File: src/include/fpl_pkg.sv
package fpl_pkg;
  localparam int          NUM_SECT       = 10;
  localparam int          NUM_PAIR       = 16;
  localparam logic [23:0] ADDR_WP_FUSES  = 24'h08dfb0;
  localparam logic [23:0] ADDR_AD_FUSES  = 24'h08dfb8;
  localparam logic [23:0] ADDR_DIS_FUSES = 24'h08dfbc;
  localparam logic [23:0] ADDR_EN_FUSES  = 24'h08dfbe;
  localparam logic [7:0]  OFS_TAU        = 8'h00;
  localparam logic [7:0]  OFS_STATUS     = 8'h04;
  localparam logic [7:0]  OFS_WP_VOL     = 8'h08;
  localparam logic [7:0]  OFS_AD_VOL     = 8'h0c;
  localparam logic [7:0]  OFS_DIS_VOL    = 8'h10;
  localparam logic [7:0]  OFS_EN_VOL     = 8'h14;
  localparam logic [15:0] FUSE_ERASED    = 16'hffff;
  localparam logic [15:0] FUSE_ACTIVE    = 16'h0000;
  localparam int          BIT_ACCESS_PROTECT_FUSE       = 0;
  localparam int          BIT_DEBUG_PROTECT_FUSE       = 1;
  localparam int          BIT_TEMPORARY_UNPROTECT_BIT       = 0;
  localparam logic [15:0] TRAP_CODE      = 16'h009b;
  localparam logic [15:0] DUMMY_DATA     = 16'h0000;

  typedef enum logic [3:0] {
    FPL_ST_LOAD = 4'b0001,
    FPL_ST_RUN  = 4'b0010,
    FPL_ST_PROG = 4'b0100,
    FPL_ST_DONE = 4'b1000
  } fpl_state_type;

  typedef struct packed {
    logic        valid;
    logic [23:0] addr;
    logic [15:0] data;
  } fpl_prog_type;

  typedef struct packed {
    logic        valid;
    logic        write;
    logic        from_flash;
    logic        from_pec;
  } fpl_access_type;
endpackage

File: src/rtl/fpl_protect.sv
`timescale 1ns/10ps
module fpl_protect (
  // Clock and reset.
  input  wire logic                  clk,
  input  wire logic                  rst_n,
  // Fuse array interface.
  output logic                       fuse_rd_req,
  output logic [1:0]                 fuse_rd_idx,
  input  wire logic [15:0]           fuse_rd_data,
  output logic                       fuse_wr,
  output logic [1:0]                 fuse_wr_idx,
  output logic [15:0]                fuse_wr_data,
  // Set Protection request from the write sequencer.
  input  wire fpl_pkg::fpl_prog_type prog_req,
  input  wire logic                  prog_from_flash,
  output logic                       prog_done,
  output logic                       prog_refused,
  // Sector program or erase request.
  input  wire logic                  sect_req,
  input  wire logic [9:0]            sect_sel,
  output logic [9:0]                 sect_allow,
  output logic                       wp_error,
  // Data access to flash space and control registers.
  input  wire fpl_pkg::fpl_access_type data_acc,
  output logic                       data_allow,
  output logic                       data_dummy,
  output logic                       trap_req,
  output logic [15:0]                trap_code,
  input  wire fpl_pkg::fpl_access_type ctrl_acc,
  output logic                       ctrl_allow,
  // Debug gating.
  output logic                       debug_enable,
  output logic                       access_protected,
  // Register port.
  input  wire logic [7:0]            reg_addr,
  input  wire logic [15:0]           reg_wdata,
  input  wire logic                  reg_wr,
  input  wire logic                  reg_rd,
  input  wire logic                  reg_wr_from_flash,
  output logic [15:0]                reg_rdata
);
  import fpl_pkg::*;

  fpl_state_type state_reg;
  logic [1:0]    load_idx_reg;
  logic          load_wait_reg;
  logic [15:0]   wp_reg;
  logic [15:0]   ad_reg;
  logic [15:0]   dis_reg;
  logic [15:0]   en_reg;
  logic          temporary_unprotect_bit_reg;
  logic          wp_err_reg;
  logic          loaded;
  logic          access_protect_fuse_cancel;
  logic          prot_on;
  logic          prog_ok;
  logic [1:0]    prog_idx;
  logic [15:0]   prog_cur;

  assign loaded = (state_reg != FPL_ST_LOAD);

  // Fuse x pair: disable zero while enable still one cancels the fuse.
  always_comb begin
    access_protect_fuse_cancel = 1'b0;
    for (int i = 0; i < NUM_PAIR; i++) begin
      if (!dis_reg[i] && en_reg[i]) access_protect_fuse_cancel = 1'b1;
    end
  end

  assign prot_on = !loaded ||
                   (!ad_reg[BIT_ACCESS_PROTECT_FUSE] && !access_protect_fuse_cancel && !temporary_unprotect_bit_reg);

  function automatic logic [1:0] fuse_index(input logic [23:0] a);
    case (a)
      ADDR_WP_FUSES:  fuse_index = 2'd0;
      ADDR_AD_FUSES:  fuse_index = 2'd1;
      ADDR_DIS_FUSES: fuse_index = 2'd2;
      default:        fuse_index = 2'd3;
    endcase
  endfunction

  assign prog_idx = fuse_index(prog_req.addr);

  always_comb begin
    case (prog_idx)
      2'd0:    prog_cur = wp_reg;
      2'd1:    prog_cur = ad_reg;
      2'd2:    prog_cur = dis_reg;
      default: prog_cur = en_reg;
    endcase
  end

  // Checks the ordering of disable and enable fuse programming.
  always_comb begin
    prog_ok = !prog_from_flash && !prot_on &&
              (prog_req.addr == ADDR_WP_FUSES ||
               prog_req.addr == ADDR_AD_FUSES ||
               prog_req.addr == ADDR_DIS_FUSES ||
               prog_req.addr == ADDR_EN_FUSES);
    for (int i = 0; i < NUM_PAIR; i++) begin
      if (prog_idx == 2'd2 && !prog_req.data[i] && dis_reg[i]) begin
        if (i == 0) begin
          if (ad_reg[BIT_ACCESS_PROTECT_FUSE] || ad_reg[BIT_DEBUG_PROTECT_FUSE]) prog_ok = 1'b0;
        end else if (en_reg[i-1]) begin
          prog_ok = 1'b0;
        end
      end
      if (prog_idx == 2'd3 && !prog_req.data[i] && en_reg[i] && dis_reg[i])
        prog_ok = 1'b0;
    end
  end

  // Fuse loading sequence and programming state.
  always_ff @(posedge clk) begin
    if (!rst_n) begin
      state_reg     <= FPL_ST_LOAD;
      load_idx_reg  <= 2'd0;
      load_wait_reg <= 1'b0;
    end else begin
      case (state_reg)
        FPL_ST_LOAD: begin
          load_wait_reg <= !load_wait_reg;
          if (load_wait_reg) begin
            load_idx_reg <= load_idx_reg + 2'd1;
            if (load_idx_reg == 2'd3) state_reg <= FPL_ST_RUN;
          end
        end
        FPL_ST_RUN: begin
          if (prog_req.valid && prog_ok) state_reg <= FPL_ST_PROG;
        end
        FPL_ST_PROG: state_reg <= FPL_ST_DONE;
        FPL_ST_DONE: state_reg <= FPL_ST_RUN;
        default:     state_reg <= FPL_ST_LOAD;
      endcase
    end
  end

  assign fuse_rd_req = (state_reg == FPL_ST_LOAD) && !load_wait_reg;
  assign fuse_rd_idx = load_idx_reg;

  // Volatile copies: forced active in reset except the disable copy (erased), then loaded and updated.
  always_ff @(posedge clk) begin
    if (!rst_n) begin
      wp_reg  <= FUSE_ACTIVE;
      ad_reg  <= FUSE_ACTIVE;
      dis_reg <= FUSE_ERASED;
      en_reg  <= FUSE_ACTIVE;
    end else if (state_reg == FPL_ST_LOAD && load_wait_reg) begin
      case (load_idx_reg)
        2'd0:    wp_reg  <= fuse_rd_data;
        2'd1:    ad_reg  <= fuse_rd_data;
        2'd2:    dis_reg <= fuse_rd_data;
        default: en_reg  <= fuse_rd_data;
      endcase
    end else if (state_reg == FPL_ST_RUN && prog_req.valid && prog_ok) begin
      case (prog_idx)
        2'd0:    wp_reg  <= prog_req.data;
        2'd1:    ad_reg  <= ad_reg & prog_req.data;
        2'd2:    dis_reg <= dis_reg & prog_req.data;
        default: en_reg  <= en_reg & prog_req.data;
      endcase
    end
  end

  // Fuse write: only zeros land in the array; sector ones stay volatile.
  always_ff @(posedge clk) begin
    if (!rst_n) begin
      fuse_wr      <= 1'b0;
      fuse_wr_idx  <= 2'd0;
      fuse_wr_data <= FUSE_ERASED;
      prog_refused <= 1'b0;
    end else begin
      fuse_wr      <= state_reg == FPL_ST_RUN && prog_req.valid && prog_ok;
      fuse_wr_idx  <= prog_idx;
      fuse_wr_data <= prog_cur & prog_req.data;
      prog_refused <= state_reg == FPL_ST_RUN && prog_req.valid && !prog_ok;
    end
  end

  assign prog_done = (state_reg == FPL_ST_DONE);

  // Temporary unprotect bit.
  always_ff @(posedge clk) begin
    if (!rst_n) begin
      temporary_unprotect_bit_reg <= 1'b0;
    end else if (reg_wr && reg_addr == OFS_TAU) begin
      if (!reg_wdata[BIT_TEMPORARY_UNPROTECT_BIT]) temporary_unprotect_bit_reg <= 1'b0;
      else if (reg_wr_from_flash) temporary_unprotect_bit_reg <= 1'b1;
    end
  end

  // Sector write gating and error flag; the set wins over a clear.
  assign sect_allow = sect_req ? (sect_sel & wp_reg[NUM_SECT-1:0]) : 10'h000;
  always_ff @(posedge clk) begin
    if (!rst_n) begin
      wp_err_reg <= 1'b0;
    end else if (sect_req && |(sect_sel & ~wp_reg[NUM_SECT-1:0])) begin
      wp_err_reg <= 1'b1;
    end else if (reg_wr && reg_addr == OFS_STATUS && reg_wdata[1]) begin
      wp_err_reg <= 1'b0;
    end
  end
  assign wp_error = wp_err_reg;

  // Data and control access gating.
  always_comb begin
    data_allow = data_acc.valid;
    if (prot_on && data_acc.from_pec) data_allow = 1'b0;
    else if (prot_on && !data_acc.from_flash) data_allow = 1'b0;
    ctrl_allow = ctrl_acc.valid && (!ctrl_acc.write || !prot_on);
  end

  always_ff @(posedge clk) begin
    if (!rst_n) begin
      data_dummy <= 1'b0;
      trap_req   <= 1'b0;
      trap_code  <= DUMMY_DATA;
    end else begin
      data_dummy <= data_acc.valid && !data_acc.write && !data_allow;
      trap_req   <= data_acc.valid && !data_acc.write && !data_allow &&
                    !data_acc.from_pec;
      trap_code  <= TRAP_CODE;
    end
  end

  assign debug_enable     = loaded && ad_reg[BIT_DEBUG_PROTECT_FUSE];
  assign access_protected = prot_on;

  // Register read port, data one cycle after the strobe.
  always_ff @(posedge clk) begin
    if (!rst_n) begin
      reg_rdata <= 16'h0000;
    end else if (reg_rd) begin
      case (reg_addr)
        OFS_TAU:     reg_rdata <= {15'h0000, temporary_unprotect_bit_reg};
        OFS_STATUS:  reg_rdata <= {13'h0000, prot_on, wp_err_reg, loaded};
        OFS_WP_VOL:  reg_rdata <= wp_reg;
        OFS_AD_VOL:  reg_rdata <= ad_reg;
        OFS_DIS_VOL: reg_rdata <= dis_reg;
        OFS_EN_VOL:  reg_rdata <= en_reg;
        default:     reg_rdata <= 16'h0000;
      endcase
    end else begin
      reg_rdata <= 16'h0000;
    end
  end
endmodule

File: config.mk
export PLATFORM = sky130hd
export DESIGN_NAME = fpl_protect
export DESIGN_NICKNAME = d
export VERILOG_FILES = /design/src/include/fpl_pkg.sv /design/src/rtl/fpl_protect.sv
export SDC_FILE = /design/constraint.sdc
export NUM_CORES = 1
export LEC_CHECK = 0
export CORE_MARGIN = 4
export CORE_UTILIZATION = 58
export DETAILED_ROUTE_END_ITERATION = 8
export DONT_BUFFER_PORTS = 1
export GPL_ROUTABILITY_DRIVEN = 0
export MAX_ROUTING_LAYER = met4
export PLACE_DENSITY = 0.76
export REMOVE_ABC_BUFFERS = 1
export SETUP_SLACK_MARGIN = 0.02
export SLEW_MARGIN = 20
export SYNTH_ARGS = -nofsm -noshare
export SYNTH_HDL_FRONTEND = slang
export SYNTH_SLANG_ARGS = --single-unit
File: constraint.sdc
create_clock -name clk -period 2.45 [get_ports clk]
set_clock_uncertainty 0.1 [all_clocks]
set_input_delay 0.1225 -clock clk [delete_from_list [all_inputs] [get_ports clk]]
set_output_delay 0.1225 -clock clk [all_outputs]
set_load 0.005 [all_outputs]
# Word-level counts from Yosys, hierarchy flattened

Cells that the tools add are included.

Flip-flop bits (word level): 127
Latch bits: 0
Bits in writable memories: 0
ROM bits: 0
Input port bits: 106
Output and inout port bits: 73
Logic and storage cells: 336
Memories kept: 0

$add $sub $neg: 1
$mul: 0
Div/mod/pow operators: 0
Order comparisons: 0
Equality and inequality tests: 29
Shifts and indexed selects: 0
Multiplexer cells: 95
Bitwise operators: 7
Reduce and logical (&&, ||, !) cells: 187

Operators by type and width:

| kind                                            | count |
|---|---|
| two-way mux 16 bit                              | 16 |
| logical AND 1 bit                               | 117 |
| == test 24 x 20 -> 1 bit, second input constant | 4 |
| one-hot mux 16 bit (6 select lines)             | 1 |
| two-way mux 1 bit                               | 70 |
| bitwise AND 16 bit                              | 4 |
| one-hot mux 16 bit (3 select lines)             | 1 |
| zero test 1 bit                                 | 45 |
| bitwise AND 10 bit                              | 2 |
| == test 8 x 4 -> 1 bit, second input constant   | 2 |
| == test 8 x 5 -> 1 bit, second input constant   | 2 |
| one-hot mux 4 bit (4 select lines)              | 1 |
| AND reduction 3 bit                             | 5 |
| two-way mux 4 bit                               | 3 |
| two-way mux 10 bit                              | 1 |
| != test 2 x 1 -> 1 bit, second input constant   | 5 |
| inverter 10 bit                                 | 1 |
| nonzero test 2 bit                              | 5 |
| OR reduction 10 bit                             | 1 |
| == test 2 bit, second input constant            | 4 |
| == test 8 x 3 -> 1 bit, second input constant   | 1 |
| zero test 8 bit                                 | 1 |
| two-way mux 8 bit                               | 1 |
| != test 2 bit, second input constant            | 4 |
| other kinds (12)                                | 22 |

# Longest topological paths before layout

Depth after elaboration: 76
Gate-level depth with buffers: 10
Depth with buffers taken out: 7

# Worst setup path after synthesis

No wires, ideal clock.

Path kind: register to register
From: register dis_reg[12]
To: register wp_reg[10]
Library setup time: 0.121 ns
Arrival: 2.197 ns
Required time: 2.229 ns
Path slack: 0.031 ns
Cell stages (with the launch flop): 8
Buffers on the path: 1
Clock period less this slack: 2.419 ns
Path through: dfxtp_1 -> nor2b_1 -> a32o_1 -> a311oi_2 -> nand2_1 -> a2111oi_4 -> buf_8 -> mux2_4

Word-level cells in the longest chain between the ends: 64
Elaborated cells on any way between the ends: 66
Classes of those cells: mux (52); reduce/logical (14)

RTL lines:

| item                            | RTL line           | text |
|---|---|---|
| start: declaration              | fpl_protect.sv:49  | `logic [15:0] dis_reg;` |
| start signal: assignment        | fpl_protect.sv:152 | `2'd2: dis_reg <= fuse_rd_data;` |
| start signal: assignment        | fpl_protect.sv:159 | `2'd2: dis_reg <= dis_reg & prog_req.data;` |
| zero test 1 bit                 | fpl_protect.sv:66  | `if (!dis_reg[i] && en_reg[i]) access_protect_fuse_cancel = 1'b1;` |
| logical AND 1 bit               | fpl_protect.sv:66  |  |
| two-way mux 1 bit (4 in series) | fpl_protect.sv:66  |  |
| zero test 1 bit                 | fpl_protect.sv:71  | `(!ad_reg[BIT_ACCESS_PROTECT_FUSE] && !access_protect_fuse_cancel && !temporary_unprotect_bit_reg);` |
| logical AND 1 bit (2 in series) | fpl_protect.sv:71  |  |
| logical OR 1 bit                | fpl_protect.sv:70  | `assign prot_on = !loaded \|\|` |
| zero test 1 bit                 | fpl_protect.sv:95  | `prog_ok = !prog_from_flash && !prot_on &&` |
| logical AND 1 bit (2 in series) | fpl_protect.sv:95  |  |
| (+43 left out)                  | n/a                |  |
| two-way mux 1 bit *             | fpl_protect.sv:101 | `if (prog_idx == 2'd2 && !prog_req.data[i] && dis_reg[i]) begin` |
| two-way mux 1 bit *             | fpl_protect.sv:108 | `if (prog_idx == 2'd3 && !prog_req.data[i] && en_reg[i] && dis_reg[i])` |
| two-way mux 1 bit               | fpl_protect.sv:104 | `end else if (en_reg[i-1]) begin` |
| two-way mux 1 bit *             | fpl_protect.sv:101 |  |
| two-way mux 1 bit *             | fpl_protect.sv:108 |  |
| logical AND 1 bit *             | fpl_protect.sv:155 | `end else if (state_reg == FPL_ST_RUN && prog_req.valid && prog_ok) begin` |
| nonzero test 2 bit (no line) *  | n/a                |  |
| AND reduction 3 bit (no line) * | n/a                |  |
| end signal: assignment          | fpl_protect.sv:150 | `2'd0: wp_reg <= fuse_rd_data;` |
| end signal: assignment          | fpl_protect.sv:157 | `2'd0: wp_reg <= prog_req.data;` |
| end: declaration                | fpl_protect.sv:47  | `logic [15:0] wp_reg;` |

Mark *: on every way between the ends. The rest lies on a longest branch, timed or not.
A chain may end at the register's enable or synchronous reset.

# Worst setup path in the final report

From: register dis_reg[12]
To: register wp_reg[1]

Same word-level chain as after synthesis.

==> key figures <==
Status
  • Run status: finished with violations
  • Failing checks: negative hold slack

Clock tree
  • Clk slew on worst S/H paths: 0.07 ns
  • Num CTS Buffers: 9
  • Clk root buf: clkbuf_16
  • Sink Count: 112
  • CTS tree: done
  • Htree depth: 3
  • CTS Buffer Depth: 2
  • Worst skew pair latency: 0.36 ns

Setup path
  • R2r endpoint: wp_reg[1]
  • R2R Setup Slk: 0.08 ns
  • Worst path required time: 2.60 ns
  • Critical Path AT: 2.52 ns
  • Worst r2r path cells: 10
  • CP Buf/Inv Count: 4
  • Critical path's slowest cell: mux2_2
  • Worst R2R Start: dis_reg[12]
  • Crit start category: register
  • CP top delay family: buffers and inverters
  • Most used cell, CP: buf_4
  • Critical path class: reg -> reg
  • Crit. End Element: register
  • Critical Path Source: dis_reg[12]
  • CP Cell Sequence: buf_4 > nor2b_1 > a2111oi_4 > buf_4 > nand4_1 > nor2_2 > a2111oi_4 > buf_4 > buf_12 > mux2_2
  • Top fanout value on the critical path: 9
  • Slowest cell delay on critical path: 0.34 ns

Logic synthesis
  • Ys Warns: 0
  • Post-synthesis sequential area ratio: 0.3440
  • Async set-reset flop share out of synthesis: 0
  • Post-synthesis adder-cell area fraction: 0.007679
  • Mapped Area: 6518 µm²
  • Compound-gate portion of the synthesized area: 0.2843
  • Main combinational cell family by area after synthesis: compound AO/OA/AOI/OAI gates
  • Simple-Gate Fraction of Synth Area: 0.1762
  • Yosys reg bits: 112
  • Post-synthesis mux area share: 0.1071
  • Main flop type after synthesis: dfxtp_1
  • Cell variety after synth: 67
  • Mean area per synthesized cell: 8.644 µm²
  • Cells after Synth: 754
  • Post-Synth XOR/XNOR Area: 0.004031
  • Post-synth EDFFs: 0

STA
  • Fmax: 421.8 MHz
  • RSZ-0062 raised after global routing: true
  • Min Clock Period, post-route: 2.371 ns
  • Slew headroom: 0.6219
  • Worst Max-Slew Pin Slew: 0.5672 ns
  • Final setup fails: 0
  • Period utilization: 0.9677
  • Worst hold slack: -0.01962 ns
  • Final hold violations: 4
  • Final Max Slew Viols: 0

GRT
  • GR Util All Layers: 0.3711
  • First-pass GRT wire length: 36530 µm
  • Grt ovf: 0
  • Vias in the first global route: 6795
  • Largest net degree at the start of global routing: 47
  • Initial antenna violation count: 2

Placed design
  • Hpwl dp: 15050 µm
  • I/O Buffers: 0

Detailed routing
  • Routed len/inst: 25.17 µm
  • Vias: 7103
  • Initial DRC Count: 1031
  • Detailed Routing Iterations Pass 1: 6
  • Routed Antenna Nets: 0
  • Avg Vias per Cell: 7.182
  • Routed WL: 24890 µm
  • Post-route DRC: 0

Final layout
  • Most common cell after layout, fill and taps aside: dfxtp_1
  • Commonest cells after routing, fill and taps aside: dfxtp_1, a21oi_1, buf_4
  • Layout cells sized above 1: 0.1712
  • Area grow syn2layout: 24.46%
  • Util after Layout: 0.7418
  • Nets: 952

Pwr
  • Overall Power: 4314 µW
  • PwrDens: 531.8 nW/µm²
  • P_leak: 0.003158 µW
  • Worst vdd ir: 0.0004742 V

Floorplan
  • Die width: 114.0 µm
  • Die Ht: 114.0 µm
  • Die Area: 13000 µm²
  • Initial core utilization: 0.5960
  • Num ports: 179
  • Total core area: 10940 µm²
  • Row count: 38

Min path
  • Hold path startpoint: fuse_rd_data[11]
  • Hold Crit Class: in -> reg
  • Hold Path Depth: 2
  • Hold EP: en_reg[11]

Job
  • Maxcap violations: 0
## cell usage after synthesis (all sizes together) (3+ instances only)
cell	n	area, µm²
and3	11	68.82
and3b	4	35.03
a2111oi	6	71.32
mux2i	48	480.5
and2	3	18.77
a221oi	5	43.79
or3	4	25.02
nand3b	21	157.7
a31oi	8	50.05
xnor2	3	26.28
buf	31	217.7
o2bb2ai	31	271.5
nor4b	6	67.56
nor2	31	116.4
a21oi	63	315.3
a22oi	38	285.3
a211oi	34	255.2
mux2	16	217.7
nand2b	4	25.02
nand2	26	100.1
nand4	10	75.07
nand3	15	75.07
and4	3	26.28
nor3	15	80.08
inv	42	157.7
nor2b	24	150.1
clkbuf	31	116.4
o22ai	3	18.77
o311a	11	110.1
or2	3	18.77
o21ai	60	300.3
dfxtp	112	2242
ha	4	50.05
## repair_timing
item	4_1_cts	5_1_grt
hold buffers	54	6
cloned	0	1
endpoints found under the setup margin	19	56
gates resized for setup	6	29
buffers inserted	2	5
pin swaps	1	8
hold endpoints to repair	74	3
## cell families (layout without fill, tap and decap cells)
| logic type | count (synthesis) | in the layout |
|---|---|---|
| other | 1 | 13 |
| and+or+nand+nor | 193 | 193 |
| AOI/OAI and AO/OA | 272 | 272 |
| muxes | 64 | 64 |
| buffers and inverters | 105 | 188 |
| xor gates and xnor gates | 3 | 3 |
| adders and majority gates | 4 | 4 |
| DFF | 112 | 112 |
## layer usage
metal / routed length [µm] / up-vias / global-route usage
li1: - / 3006 / -
met1: 8339 / 3273 / 0.4337
met2: 11040 / 653 / 0.5706
met3: 3759 / 171 / 0.09920
met4: 1755 / 0 / 0.2225
met5: 0 / - / -
## through the flow
step	hold slack (ns)	cell area [µm²]	instances	TNS [ns]	setup slack (ns)
after global placement	0.05553	6958	903	-0.002537	-0.002537
after detailed placement	0.05728	6958	903	-0.3905	-0.07837
final	-0.01962	8112	989	0	0.07903
after global routing	0.01006	8112	989	0	0.008381
after floorplan	0.05022	6221	702	-234.65	-3.929
after CTS	0.001454	7865	975	0	0.02187
## area by class of cell
cell class	instances	area, µm²
diodes	2	5.005
clock buffers	10	239.0
clock inverters	6	82.58
fillers	780	2824
inverters	43	161.4
multi-input cells	547	3969
flip-flops and latches	112	2246
well taps	140	175.2
repair buffers	129	1234
## power breakdown
part	total, µW	internal, µW	leakage (µW)	switching (µW)
registers	2000	1900	0.000914	100
logic	701	330	0.00209	371
clock network	1610	920	0.000158	694
total	4310	3150	0.00316	1160
## worst register-to-register path, stage by stage, from the launching register on
cell,delay [ns]
dfxtp_1,0.31
buf_4,0.15
nor2b_1,0.25
a2111oi_4,0.06
buf_4,0.16
nand4_1,0.16
nor2_2,0.10
a2111oi_4,0.30
buf_4,0.18
buf_12,0.15
mux2_2,0.35
## worst max path at each step
stage | endpoint | slack (ns) | depth (start not counted)
floorplan | en_reg[0] | -3.93 | 5
CTS | wp_reg[12] | 0.02 | 6
detailed placement | wp_reg[12] | -0.08 | 6
global route | wp_reg[0] | 0.008 | 8
global placement | wp_reg[14] | -0.003 | 6
finish | wp_reg[1] | 0.08 | 10
(Power assumes the default switching activity.)
